==> config.mk <==
export PLATFORM = sky130hd
export DESIGN_NAME = sbdl_bit_link
export DESIGN_NICKNAME = d
export VERILOG_FILES = /design/src/sbdl_pkg.sv /design/src/sbdl_pin_sync.sv /design/src/sbdl_bit_link.sv
export VERILOG_INCLUDE_DIRS = /design/src
export SDC_FILE = /design/constraint.sdc
export NUM_CORES = 1
export LEC_CHECK = 0
export ABC_CLOCK_PERIOD_IN_PS = 2300
export BUFFER_PORTS_ARGS = -buffer_cell sky130_fd_sc_hd__buf_2
export CORE_ASPECT_RATIO = 1.75
export CORE_MARGIN = 2
export CORE_UTILIZATION = 30
export CTS_CLUSTER_DIAMETER = 120
export CTS_CLUSTER_SIZE = 10
export DETAILED_ROUTE_END_ITERATION = 10
export PLACE_DENSITY_LB_ADDON = 0.12
export SLEW_MARGIN = 25
export SYNTH_ARGS = -nofsm -noshare
export SYNTH_HDL_FRONTEND = slang
export SYNTH_HIERARCHICAL = 1
export SYNTH_SLANG_ARGS = --single-unit
==> constraint.sdc <==
create_clock -name clk_i -period 2.3 [get_ports clk_i]
set_clock_uncertainty 0.2 [all_clocks]
set_input_delay 0.23 -clock clk_i [delete_from_list [all_inputs] [get_ports clk_i]]
set_output_delay 0.23 -clock clk_i [all_outputs]
set_load 0.02 [all_outputs]
==> src/sbdl_defs.svh <==
`ifndef SBDL_DEFS_SVH
`define SBDL_DEFS_SVH

// -----------------------------------------------------------------
// Bit timing, in debug clock ticks
// -----------------------------------------------------------------
`define SBDL_BIT_TICKS 5'h10
`define SBDL_RX_SAMPLE 5'h0A
`define SBDL_TX_ONE_SPEEDUP 5'h07
`define SBDL_TX_ZERO_LOW 5'h0D
`define SBDL_TX_END 5'h0E
`define SBDL_TIMEOUT 10'h200
`define SBDL_SYNC_DETECT 8'h80
`define SBDL_SYNC_DELAY 8'h10
`define SBDL_SYNC_LOW 8'h80

// -----------------------------------------------------------------
// Command codes and transfer sizes
// -----------------------------------------------------------------
`define SBDL_CMD_BITS 5'h08
`define SBDL_CMD_BACKGROUND 8'h90
`define SBDL_CMD_READ_STATUS 8'hE4
`define SBDL_CMD_WRITE_CONTROL 8'hC4
`define SBDL_CMD_READ_BKPT 8'hE2
`define SBDL_CMD_WRITE_BKPT 8'hC2
`define SBDL_CMD_GO 8'h08
`define SBDL_CMD_TRACE1 8'h10
`define SBDL_CMD_TAGGO 8'h18

// -----------------------------------------------------------------
// Status/control byte fields and reset value
// -----------------------------------------------------------------
`define SBDL_SC_ENABLE 7
`define SBDL_SC_ACTIVE 6
`define SBDL_SC_BKPT_EN 5
`define SBDL_SC_CLK_SEL 3
`define SBDL_SC_RESET 8'h00

`endif

==> src/sbdl_pkg.sv <==
package sbdl_pkg;

  // Command engine states, Gray ordered
  typedef enum logic [1:0] {
    SBDL_ST_CMD = 2'b00,
    SBDL_ST_RXD = 2'b01,
    SBDL_ST_TXD = 2'b11,
    SBDL_ST_SYN = 2'b10
  } sbdl_state_e;

  // Sync response phases
  typedef enum logic [1:0] {
    SBDL_SY_IDLE = 2'b00,
    SBDL_SY_WAIT = 2'b01,
    SBDL_SY_LOW = 2'b11,
    SBDL_SY_UP = 2'b10
  } sbdl_sync_e;

endpackage

==> src/sbdl_pin_sync.sv <==
`timescale 1ns/1ps
module sbdl_pin_sync
(
  input wire logic clk_i,
  input wire logic arst_n_i,
  input wire logic pin_i,
  output logic level_o,
  output logic fall_o,
  output logic rise_o
);

  logic meta;
  logic sync;
  logic prev;

  // -----------------------------------------------------------------
  // Two-stage synchroniser plus edge history
  // -----------------------------------------------------------------
  always_ff @(posedge clk_i or negedge arst_n_i)
  begin
    if (!arst_n_i)
    begin
      meta <= 1'b1;
      sync <= 1'b1;
      prev <= 1'b1;
    end
    else
    begin
      meta <= pin_i;
      sync <= meta;
      prev <= sync;
    end
  end

  assign level_o = sync;
  assign fall_o = prev & ~sync;
  assign rise_o = ~prev & sync;

endmodule // sbdl_pin_sync

==> src/sbdl_bit_link.sv <==
`timescale 1ns/1ps
`include "sbdl_defs.svh"

// Operation
// - Bits travel MSB first, nominally sixteen debug clock cycles each.
// - 512 cycles without host falling edge aborts the command, nothing else.
// - Clock select bit picks bus clock or alternate debug clock.
// - Host bit start seen two cycles after the edge; pin sampled ten cycles later.
// - Target leaves pin undriven during host-to-target bits.
// - Logic 1 answer: short high speedup pulse seven cycles after start.
// - Logic 0 answer: pin low thirteen cycles, then short high drive.
// - Speed request answered with a timed reference low pulse.
// - Pin level at reset selects background start or application start.
// - CPU, trace and resume commands need background mode; others anytime.
// - Background request also wakes CPU from stop and wait.
// - Watchdog held off while CPU sits in background mode.
// - Oscillator kept running in stop while debug is enabled.
// - One address breakpoint comparator, outside the CPU memory map.
// - Pod may attach to a running target without a reset.
// - Commands open with an 8-bit code; 8- or 16-bit data follows at once, with no delay slot.
// - Background command acts only when debug enable is set.
module sbdl_bit_link
  import sbdl_pkg::*;
(
  input wire logic clk_i,
  input wire logic arst_n_i,
  input wire logic debug_pin_i,
  output logic debug_pin_o,
  output logic debug_pin_oe_n_o,
  input wire logic alternate_debug_clock_i,
  input wire logic cpu_active_bgnd_i,
  input wire logic [15:0] cpu_addr_i,
  output logic bgnd_req_o,
  output logic wake_o,
  output logic go_o,
  output logic trace_o,
  output logic cmd_valid_o,
  output logic [7:0] cmd_code_o,
  output logic reset_bgnd_o,
  output logic watchdog_hold_o,
  output logic osc_keep_o,
  output logic bkpt_hit_o
);

  logic pin_lvl;
  logic pin_fall;
  logic alt_rise;
  logic tick;
  logic [7:0] sc;
  logic [15:0] bkpt;
  sbdl_state_e state;
  sbdl_sync_e sy;
  logic in_bit;
  logic [4:0] bcnt;
  logic [4:0] nbits;
  logic [4:0] need;
  logic [15:0] shreg;
  logic [9:0] idle;
  logic [7:0] lowc;
  logic [7:0] sycnt;
  logic [1:0] strap;
  logic [7:0] code;
  logic [1:0] tgt;
  logic rx_done;
  logic tx_done;
  logic drive_low;
  logic speedup;
  logic txbit;
  logic start;
  logic abort;
  logic sync_hit;

  function automatic logic needs_bgnd(input logic [7:0] c);
    needs_bgnd = ~c[7];
  endfunction

  // -----------------------------------------------------------------
  // Pin and clock sampling
  // -----------------------------------------------------------------
  sbdl_pin_sync u_pin
  (
    .clk_i(clk_i),
    .arst_n_i(arst_n_i),
    .pin_i(debug_pin_i),
    .level_o(pin_lvl),
    .fall_o(pin_fall),
    .rise_o()
  );

  sbdl_pin_sync u_alt
  (
    .clk_i(clk_i),
    .arst_n_i(arst_n_i),
    .pin_i(alternate_debug_clock_i),
    .level_o(),
    .fall_o(),
    .rise_o(alt_rise)
  );

  assign tick = sc[`SBDL_SC_CLK_SEL] ? alt_rise : 1'b1;

  // -----------------------------------------------------------------
  // Bit timing
  // -----------------------------------------------------------------
  // Own drive glitch after a short host pulse must not restart the bit
  assign start = pin_fall & (sy == SBDL_SY_IDLE) & ~(in_bit & (state == SBDL_ST_TXD));
  assign txbit = shreg[15];
  assign rx_done = in_bit & (state != SBDL_ST_TXD) & (bcnt == `SBDL_RX_SAMPLE);
  assign tx_done = in_bit & (state == SBDL_ST_TXD) & (bcnt == `SBDL_TX_END);
  assign drive_low = (in_bit & (state == SBDL_ST_TXD) & ~txbit & (bcnt < `SBDL_TX_ZERO_LOW))
    | (sy == SBDL_SY_LOW);
  assign speedup = (in_bit & (state == SBDL_ST_TXD) & txbit & (bcnt == `SBDL_TX_ONE_SPEEDUP))
    | (in_bit & (state == SBDL_ST_TXD) & ~txbit & (bcnt == `SBDL_TX_ZERO_LOW))
    | (sy == SBDL_SY_UP);
  assign debug_pin_o = speedup;
  assign debug_pin_oe_n_o = ~(drive_low | speedup);
  assign sync_hit = ~pin_lvl & (lowc == `SBDL_SYNC_DETECT);
  assign abort = (idle == `SBDL_TIMEOUT) & ((state != SBDL_ST_CMD) | (nbits != 5'h00));
  assign code = {shreg[6:0], pin_lvl};

  always_ff @(posedge clk_i or negedge arst_n_i)
  begin
    if (!arst_n_i)
    begin
      in_bit <= 1'b0;
      bcnt <= 5'h00;
    end
    else if (start)
    begin
      in_bit <= 1'b1;
      bcnt <= 5'h00;
    end
    else if (rx_done | tx_done | sync_hit | abort)
    begin
      in_bit <= 1'b0;
    end
    else if (in_bit & tick & (bcnt != `SBDL_BIT_TICKS))
    begin
      bcnt <= bcnt + 5'h01;
    end
  end

  // Ticks since last host edge
  always_ff @(posedge clk_i or negedge arst_n_i)
  begin
    if (!arst_n_i)
    begin
      idle <= 10'h000;
    end
    else if (start)
    begin
      idle <= 10'h000;
    end
    else if (tick & (idle != `SBDL_TIMEOUT))
    begin
      idle <= idle + 10'h001;
    end
  end

  // -----------------------------------------------------------------
  // Speed measurement request
  // -----------------------------------------------------------------
  always_ff @(posedge clk_i or negedge arst_n_i)
  begin
    if (!arst_n_i)
    begin
      lowc <= 8'h00;
    end
    else if (pin_lvl | (sy != SBDL_SY_IDLE))
    begin
      lowc <= 8'h00;
    end
    else if (tick & (lowc != `SBDL_SYNC_DETECT))
    begin
      lowc <= lowc + 8'h01;
    end
  end

  always_ff @(posedge clk_i or negedge arst_n_i)
  begin
    if (!arst_n_i)
    begin
      sy <= SBDL_SY_IDLE;
      sycnt <= 8'h00;
    end
    else
    begin
      case (sy)
        SBDL_SY_IDLE:
        begin
          sycnt <= 8'h00;
          if ((state == SBDL_ST_SYN) & pin_lvl)
          begin
            sy <= SBDL_SY_WAIT;
          end
        end
        SBDL_SY_WAIT:
        begin
          if (tick)
          begin
            sycnt <= sycnt + 8'h01;
            if (sycnt == `SBDL_SYNC_DELAY - 8'h01)
            begin
              sy <= SBDL_SY_LOW;
              sycnt <= 8'h00;
            end
          end
        end
        SBDL_SY_LOW:
        begin
          if (tick)
          begin
            sycnt <= sycnt + 8'h01;
            if (sycnt == `SBDL_SYNC_LOW - 8'h01)
            begin
              sy <= SBDL_SY_UP;
            end
          end
        end
        SBDL_SY_UP:
        begin
          if (tick)
          begin
            sy <= SBDL_SY_IDLE;
          end
        end
        default:
        begin
          sy <= SBDL_SY_IDLE;
        end
      endcase
    end
  end

  // -----------------------------------------------------------------
  // Command engine
  // -----------------------------------------------------------------
  always_ff @(posedge clk_i or negedge arst_n_i)
  begin
    if (!arst_n_i)
    begin
      state <= SBDL_ST_CMD;
      nbits <= 5'h00;
      need <= `SBDL_CMD_BITS;
      shreg <= 16'h0000;
      tgt <= 2'b00;
    end
    else if (sync_hit)
    begin
      state <= SBDL_ST_SYN;
      nbits <= 5'h00;
    end
    else if (abort)
    begin
      state <= SBDL_ST_CMD;
      nbits <= 5'h00;
      need <= `SBDL_CMD_BITS;
    end
    else
    begin
      case (state)
        SBDL_ST_CMD:
        begin
          if (rx_done)
          begin
            shreg <= {shreg[14:0], pin_lvl};
            nbits <= nbits + 5'h01;
            if (nbits + 5'h01 == `SBDL_CMD_BITS)
            begin
              nbits <= 5'h00;
              case (code)
                `SBDL_CMD_READ_STATUS:
                begin
                  state <= SBDL_ST_TXD;
                  need <= 5'h08;
                  shreg <= {sc[7:7], cpu_active_bgnd_i, sc[5:0], 8'h00};
                end
                `SBDL_CMD_READ_BKPT:
                begin
                  state <= SBDL_ST_TXD;
                  need <= 5'h10;
                  shreg <= bkpt;
                end
                `SBDL_CMD_WRITE_CONTROL:
                begin
                  state <= SBDL_ST_RXD;
                  need <= 5'h08;
                  tgt <= 2'b01;
                end
                `SBDL_CMD_WRITE_BKPT:
                begin
                  state <= SBDL_ST_RXD;
                  need <= 5'h10;
                  tgt <= 2'b10;
                end
                default:
                begin
                  state <= SBDL_ST_CMD;
                end
              endcase
            end
          end
        end
        SBDL_ST_RXD:
        begin
          if (rx_done)
          begin
            shreg <= {shreg[14:0], pin_lvl};
            nbits <= nbits + 5'h01;
            if (nbits + 5'h01 == need)
            begin
              state <= SBDL_ST_CMD;
              nbits <= 5'h00;
              need <= `SBDL_CMD_BITS;
            end
          end
        end
        SBDL_ST_TXD:
        begin
          if (tx_done)
          begin
            shreg <= {shreg[14:0], 1'b0};
            nbits <= nbits + 5'h01;
            if (nbits + 5'h01 == need)
            begin
              state <= SBDL_ST_CMD;
              nbits <= 5'h00;
              need <= `SBDL_CMD_BITS;
            end
          end
        end
        SBDL_ST_SYN:
        begin
          if (sy == SBDL_SY_UP)
          begin
            state <= SBDL_ST_CMD;
            need <= `SBDL_CMD_BITS;
          end
        end
        default:
        begin
          state <= SBDL_ST_CMD;
        end
      endcase
    end
  end

  // Control and breakpoint writes
  always_ff @(posedge clk_i or negedge arst_n_i)
  begin
    if (!arst_n_i)
    begin
      sc <= `SBDL_SC_RESET;
      bkpt <= 16'h0000;
    end
    else if ((state == SBDL_ST_RXD) & rx_done & (nbits + 5'h01 == need) & ~abort & ~sync_hit)
    begin
      if (tgt == 2'b01)
      begin
        sc <= {shreg[6:0], pin_lvl};
      end
      else
      begin
        bkpt <= {shreg[14:0], pin_lvl};
      end
    end
    else if (strap == 2'b10 & ~pin_lvl)
    begin
      sc[`SBDL_SC_ENABLE] <= 1'b1;
    end
  end

  // -----------------------------------------------------------------
  // CPU side strobes
  // -----------------------------------------------------------------
  always_ff @(posedge clk_i or negedge arst_n_i)
  begin
    if (!arst_n_i)
    begin
      bgnd_req_o <= 1'b0;
      wake_o <= 1'b0;
      go_o <= 1'b0;
      trace_o <= 1'b0;
      cmd_valid_o <= 1'b0;
      cmd_code_o <= 8'h00;
    end
    else
    begin
      bgnd_req_o <= 1'b0;
      wake_o <= 1'b0;
      go_o <= 1'b0;
      trace_o <= 1'b0;
      cmd_valid_o <= 1'b0;
      if ((state == SBDL_ST_CMD) & rx_done & (nbits + 5'h01 == `SBDL_CMD_BITS)
        & ~abort & ~sync_hit & (cpu_active_bgnd_i | ~needs_bgnd(code)))
      begin
        cmd_valid_o <= 1'b1;
        cmd_code_o <= code;
        if ((code == `SBDL_CMD_BACKGROUND) & sc[`SBDL_SC_ENABLE])
        begin
          bgnd_req_o <= 1'b1;
          wake_o <= 1'b1;
        end
        go_o <= (code == `SBDL_CMD_GO) | (code == `SBDL_CMD_TAGGO);
        trace_o <= code == `SBDL_CMD_TRACE1;
      end
    end
  end

  // Reset-time mode pick, taken once the pin synchroniser has settled
  always_ff @(posedge clk_i or negedge arst_n_i)
  begin
    if (!arst_n_i)
    begin
      strap <= 2'b00;
      reset_bgnd_o <= 1'b0;
    end
    else if (strap != 2'b11)
    begin
      strap <= strap + 2'b01;
      if (strap == 2'b10)
      begin
        reset_bgnd_o <= ~pin_lvl;
      end
    end
  end

  always_ff @(posedge clk_i or negedge arst_n_i)
  begin
    if (!arst_n_i)
    begin
      watchdog_hold_o <= 1'b0;
      osc_keep_o <= 1'b0;
      bkpt_hit_o <= 1'b0;
    end
    else
    begin
      watchdog_hold_o <= cpu_active_bgnd_i;
      osc_keep_o <= sc[`SBDL_SC_ENABLE];
      bkpt_hit_o <= sc[`SBDL_SC_BKPT_EN] & (cpu_addr_i == bkpt);
    end
  end

endmodule // sbdl_bit_link

==> results of run 1 <==
timing repair:
| action | 4_1_cts | 5_1_grt |
|---|---|---|
| endpoints found under the setup margin | 65 | 67 |
| pin swaps | 20 | 24 |
| hold buffers | 9 | 0 |
| endpoints found under the hold margin | 33 | 0 |
| setup buffers | 18 | 16 |
| gates resized for setup | 74 | 50 |
| gates cloned | 1 | 1 |
final timing paths:
| path | start | end | slack (ns) | cells past startpoint |
|---|---|---|---|---|
| max reg2reg | nbits[0] | tgt[1] | -0.16 | 7 |
| min in group asynchronous | arst_n_i | cmd_valid_o | 0.18 | 2 |
| max | nbits[0] | tgt[1] | -0.16 | 7 |
| min reg2reg | u_alt/meta | u_alt/level_o | 0.15 | 0 |
| max in group asynchronous | arst_n_i | u_pin/meta | 1.03 | 3 |
| min | cpu_addr_i[7] | bkpt_hit_o | -0.006 | 4 |
sequential cells by signal (all words and copies together), names as in the netlist, 2 cells and up:
| name | flops |
|---|---|
| bkpt | 16 |
| lowc | 8 |
| tgt | 2 |
| strap | 2 |
| bcnt | 5 |
| need | 2 |
| sy | 2 |
| state | 2 |
| cmd_code_o | 8 |
| sycnt | 8 |
| sc | 7 |
| shreg | 16 |
| idle | 10 |
| nbits | 5 |
through the flow:
step / setup TNS, ns / cell area [sq um]
global route: -6.71 / 8010
finish: -3.92 / 8010
global placement: -7.25 / 6790
floorplan: -2.60 / 5670
CTS: -4.27 / 7680
detailed placement: -8.93 / 6790
per-layer routing:
| layer | GRT usage | routed length [um] | up-vias |
|---|---|---|---|
| li1 | - | - | 2238 |
| met1 | 0.185 | 6390 | 2301 |
| met2 | 0.339 | 9690 | 44 |
| met3 | 0.0232 | 286 | 19 |
| met4 | 0.0656 | 354 | 0 |
| met5 | 0 | 0 | - |
cell type report:
| type | count | area [sq um] | area share |
|---|---|---|---|
| Multi-Input combinational cell | 389 | 3230 | 0.403 |
| Tap cell | 238 | 298 | 0.0372 |
| Timing Repair Buffer | 167 | 1380 | 0.172 |
| Sequential cell | 108 | 2710 | 0.339 |
| Clock inverter | 6 | 80.1 | 0.0100 |
| Inverter | 20 | 82.6 | 0.0103 |
| Clock buffer | 10 | 229 | 0.0286 |
worst register-to-register path, stage by stage, from the launching register on:
cell and delay [ns]:
dfrtp_2 0.46, a21boi_2 0.17, a32oi_2 0.11, buf_6 0.18, or4b_4 0.54, buf_6 0.14
nor4_4 0.22, mux2_4 0.33
cell usage in the layout (no fill, tap or decap), types with 12 or more instances in the layout:
cell type	count
a21oi_1	26
a31oi_1	12
buf_2	36
buf_4	98
buf_6	13
dfrtp_1	99
inv_1	15
mux2_4	32
nand2_1	35
nand3_1	15
nor2_1	45
o21ai_0	14
xnor2_1	17
xor2_1	19
power breakdown:
| group | internal [mW] | switching, mW |
|---|---|---|
| Combinational | 0.815 | 0.853 |
| Clock | 0.874 | 0.790 |
| Sequential | 2.10 | 0.195 |
| Total | 3.79 | 1.84 |
==> run metrics, run 1 <==
CTS tree yes; row count 66; # setup viols final 32; Die Y 185 um; Post-Syn Instances 540; WP buf/inv 2; Via density 4.91; Die ar. between 15,000 and 20,000 sq um; YS warnings 6; CP Data Required Time around 2.4 ns; dpl ws -0.291 ns; Syn Nets 575; worst-path fanout max 6; worst hold-check path type primary input to register; fin crit share 1.07; crit start category register; core footprint 18,500 sq um; dpl cells about 880; P&R area growth vs syn 42.8%; FILL cells around 1,800; critical path class register to register; DRC viols 0; global route overflow 0; Layout Cells excl Fill 938; worst slew pin tran roughly 0.54 ns; share of cells above drive strength 1 0.410; vias in the first global route 4,827; CTS Buffer Depth 2; crit-path cells a21boi_2, a32oi_2, buf_6, or4b_4, buf_6, nor4_4, mux2_4; final-report hold violation count 1; Peak Freq around 0.4 GHz; ANT cells 0; CP peak stage delay roughly 0.54 ns; fin util 0.433; die width roughly 110 um; Final GP Congestion approximately 0.83; Worst path slowest cell or4b_4; # nets final 730; router iterations before antenna repair 4; # IOs 40; vias after detailed routing 4,602; CP endpoint kind register; DRT iter0 DRCs 168; post-layout min period roughly 2.5 ns; worst setup margin -0.164 ns; Post-Route WL 16,700 um; number of CTS-inserted buffers 9; Sink Count 108; Max-slew headroom 0.642; Leak 3.53 nW; first-pass GRT wire length 26,300 um; Clock Tree Root clkbuf_16; Crit path max-delay family simple AND/OR/NAND/NOR gates; Starting Density 0.303; fin. max-slew vios 0; unrepaired setup endpoints after global routing true; Mapped Area roughly 5600 sq um; clock latency on the worst-skew pair between 0.3 and 0.4 ns; Design Power 5.63 mW; Cell Pwr Density ~700 nW/um^2; largest net degree at the start of global routing 41; status complete, but fails checks; max cap viols 0; Data arrival, critical path 2.52 ns; port bufs 39; initial antenna violation count 0; CTS clk-pin slew, worst paths roughly 0.090 ns; hold_ws -0.00553 ns; syn avg cell area 10.4 sq um; WL/cell 17.8 um; htree depth 3; Detailed Place HPWL 12,000 um; failing checks hold timing, setup timing; Antenna Nets Post-Route 0; crit-path most repeated cell buf_6; GRT Total Usage 0.174; worst vdd ir 349 uV
No activity file was read; power rests on OpenSTA's default activity.
==> run 2: changes to the inputs <==
PLACE_DENSITY_LB_ADDON = not set   (was 0.12)
==> run 2 against run 1 <==
The flow finishes with violations (setup timing). Sequential power about the same. Final cell count decreased by 2.5%. Worst hold slack improved by 0.16 ns. Clock-buffer cell count unchanged. Power decreased by 3.4%. Critical endpoint unchanged. Largest cell class unchanged. Highest routed layer unchanged.
==> run metrics, run 2 (synthesis gave the netlist of run 1 again) <==
post-layout min period 2.47 ns (+0.0101 ns); port bufs 39 (unchanged); Leak 3.37 nW (-4.6%); die width 107 um (unchanged); max cap viols 0 (unchanged); Clock Tree Root clkbuf_16; reg2reg setup slack -0.17 ns (about the same); P_sw 1.74 mW (-5.4%); status complete, but fails checks; FILL cells 1,781 (-0.67%); Die ar. 19,800 sq um (unchanged); worst-path fanout max 2 (-4); CP peak stage delay 0.48 ns (-0.06 ns); first-pass GRT wire length 24,100 um (-8.2%); Detailed Place HPWL 11,300 um (-6.0%); CTS clk-pin slew, worst paths 0.08 ns (about the same); cells on worst reg2reg path 8 (+1); fin crit share 1.08 (+0.00441); Antenna Nets Post-Route 0 (unchanged); Crit path max-delay family simple AND/OR/NAND/NOR gates; Via density 5.10 (+3.9%); Clock power frac 0.303 (+0.007); share of cells above drive strength 1 0.357 (-0.0525); Design Power 5.44 mW (-3.4%); dpl ws -0.162 ns (+0.129 ns); Die Y 185 um (unchanged); critical path class register to register; # IOs 40 (unchanged); Sw Ratio 0.320 (-0.00656); CP Data Required Time 2.35 ns (about the same); row count 66 (unchanged); core footprint 18,500 sq um (unchanged); fin area 7560 sq um (-5.6%); combinational power share 0.278 (-0.018); Starting Density 0.303 (unchanged); number of CTS-inserted buffers 9 (unchanged); worst slew pin tran 0.654 ns (+0.118 ns); Area after DPL 6720 sq um (-0.99%); Data arrival, critical path 2.52 ns (about the same); crit-path cells inv_2, ha_4, and4b_1, nor2b_4, or4b_4, buf_4, nor4_4, mux2_2; Final TNS setup -3.09 ns (+0.826 ns); largest net degree at the start of global routing 47 (+15%); # setup viols final 30 (-6.3%); share of power burned in registers 0.419 (+0.011); internal power 3.70 mW (-2.5%); CTS tree yes; Top Registers bkpt (16), shreg (16), idle (10); commonest non-fill, non-tap cell in the layout dfrtp_1; CTS Buffer Depth 2 (unchanged); dpl cells 873 (-0.91%); crit start category register; FF-to-FF Start bcnt[0]; initial antenna violation count 0 (unchanged); final-report hold violation count 0 (-1); min-delay src u_alt/meta; hold_ws 0.157 ns (+0.163 ns); Layout Cells excl Fill 915 (-2.5%); Peak Freq 0.404 GHz (-0.41%); ANT cells 0 (unchanged); GRT Total Usage 0.156 (-0.0179); router iterations before antenna repair 4 (unchanged); worst vdd ir 385 uV (+10%); Final GP Congestion 0.868 (+4.7%); Hold Path End u_alt/level_o; Worst path slowest cell or4b_4; worst hold-check path type register to register; P&R area growth vs syn 34.8%; failing checks setup timing; fin. max-slew vios 0 (unchanged); worst setup margin -0.174 ns (-0.0101 ns); crit path launch bcnt[0]; Post-Route WL 15,700 um (-6.3%); WHS Path Cells 0 (-4); global route overflow 0 (unchanged); DRC viols 0 (unchanged); CP endpoint kind register; Max-slew headroom 0.564 (-0.0787); clock latency on the worst-skew pair 0.36 ns (about the same); unrepaired setup endpoints after global routing true; Sink Count 108 (unchanged); vias in the first global route 4,876 (+1.0%); fin util 0.409 (-0.0243); DRT iter0 DRCs 189 (+13%); most frequent cells in the layout 99 x dfrtp_1, 89 x buf_4, 45 x nor2_1; vias after detailed routing 4,665 (+1.4%); # nets final 707 (-3.2%); Cell Pwr Density 719 nW/um^2 (+2.3%); Reg-to-Reg End tgt[1]; htree depth 3 (unchanged); WL/cell 17.1 um (-3.9%); WP buf/inv 2 (unchanged)
## run 2: area by class of cell
class / count / area (sq um) / share of cell area
Clock buffer: 10 / 239 / 0.0316
Clock inverter: 6 / 80.1 / 0.0106
Inverter: 20 / 80.1 / 0.0106
Multi-Input combinational cell: 389 / 3030 / 0.400
Sequential cell: 108 / 2710 / 0.359
Tap cell: 238 / 298 / 0.0394
Timing Repair Buffer: 144 / 1120 / 0.148
## run 2: worst max path at each step
stage	end	cells after the start	slack (ns)
2_1_floorplan	bkpt[0]	7	-0.17
3_3_place_gp	cmd_code_o[1]	8	-0.12
3_5_place_dp	cmd_code_o[1]	8	-0.16
4_1_cts	cmd_code_o[3]	8	-0.16
5_1_grt	tgt[0]	8	-0.25
6_report	tgt[1]	8	-0.17
## run 2: worst register-to-register path, stage by stage, from the launching register on
cell,delay (ns)
dfrtp_1,0.39
inv_2,0.08
ha_4,0.13
and4b_1,0.21
nor2b_4,0.14
or4b_4,0.48
buf_4,0.16
nor4_4,0.19
mux2_2,0.38
## run 2: layer usage
| layer | GRT usage | vias up | wire length (um) |
|---|---|---|---|
| met1 | 0.155 | 2360 | 5850 |
| met5 | 0 | - | 0 |
| li1 | - | 2209 | - |
| met4 | 0.0872 | 0 | 667 |
| met3 | 0.0253 | 30 | 293 |
| met2 | 0.300 | 66 | 8850 |
## run 2: timing repair
item	4_1_cts	5_1_grt
gates resized for setup	30	44
setup buffers	4	15
pin swaps	7	18
gates cloned	0	1
hold buffers	6	0
endpoints found under the hold margin	44	0
setup endpoints to repair	45	62
## run 2: power groups by stage
stage / Combinational (mW) / Clock, mW / Sequential (mW)
2_1_floorplan: 0.670 / 0 / 2.28
3_3_place_gp: 1.21 / 0 / 2.28
3_5_place_dp: 1.25 / 0 / 2.29
4_1_cts: 1.30 / 1.69 / 2.27
5_1_grt: 1.65 / 1.76 / 2.30
6_report: 1.51 / 1.65 / 2.28
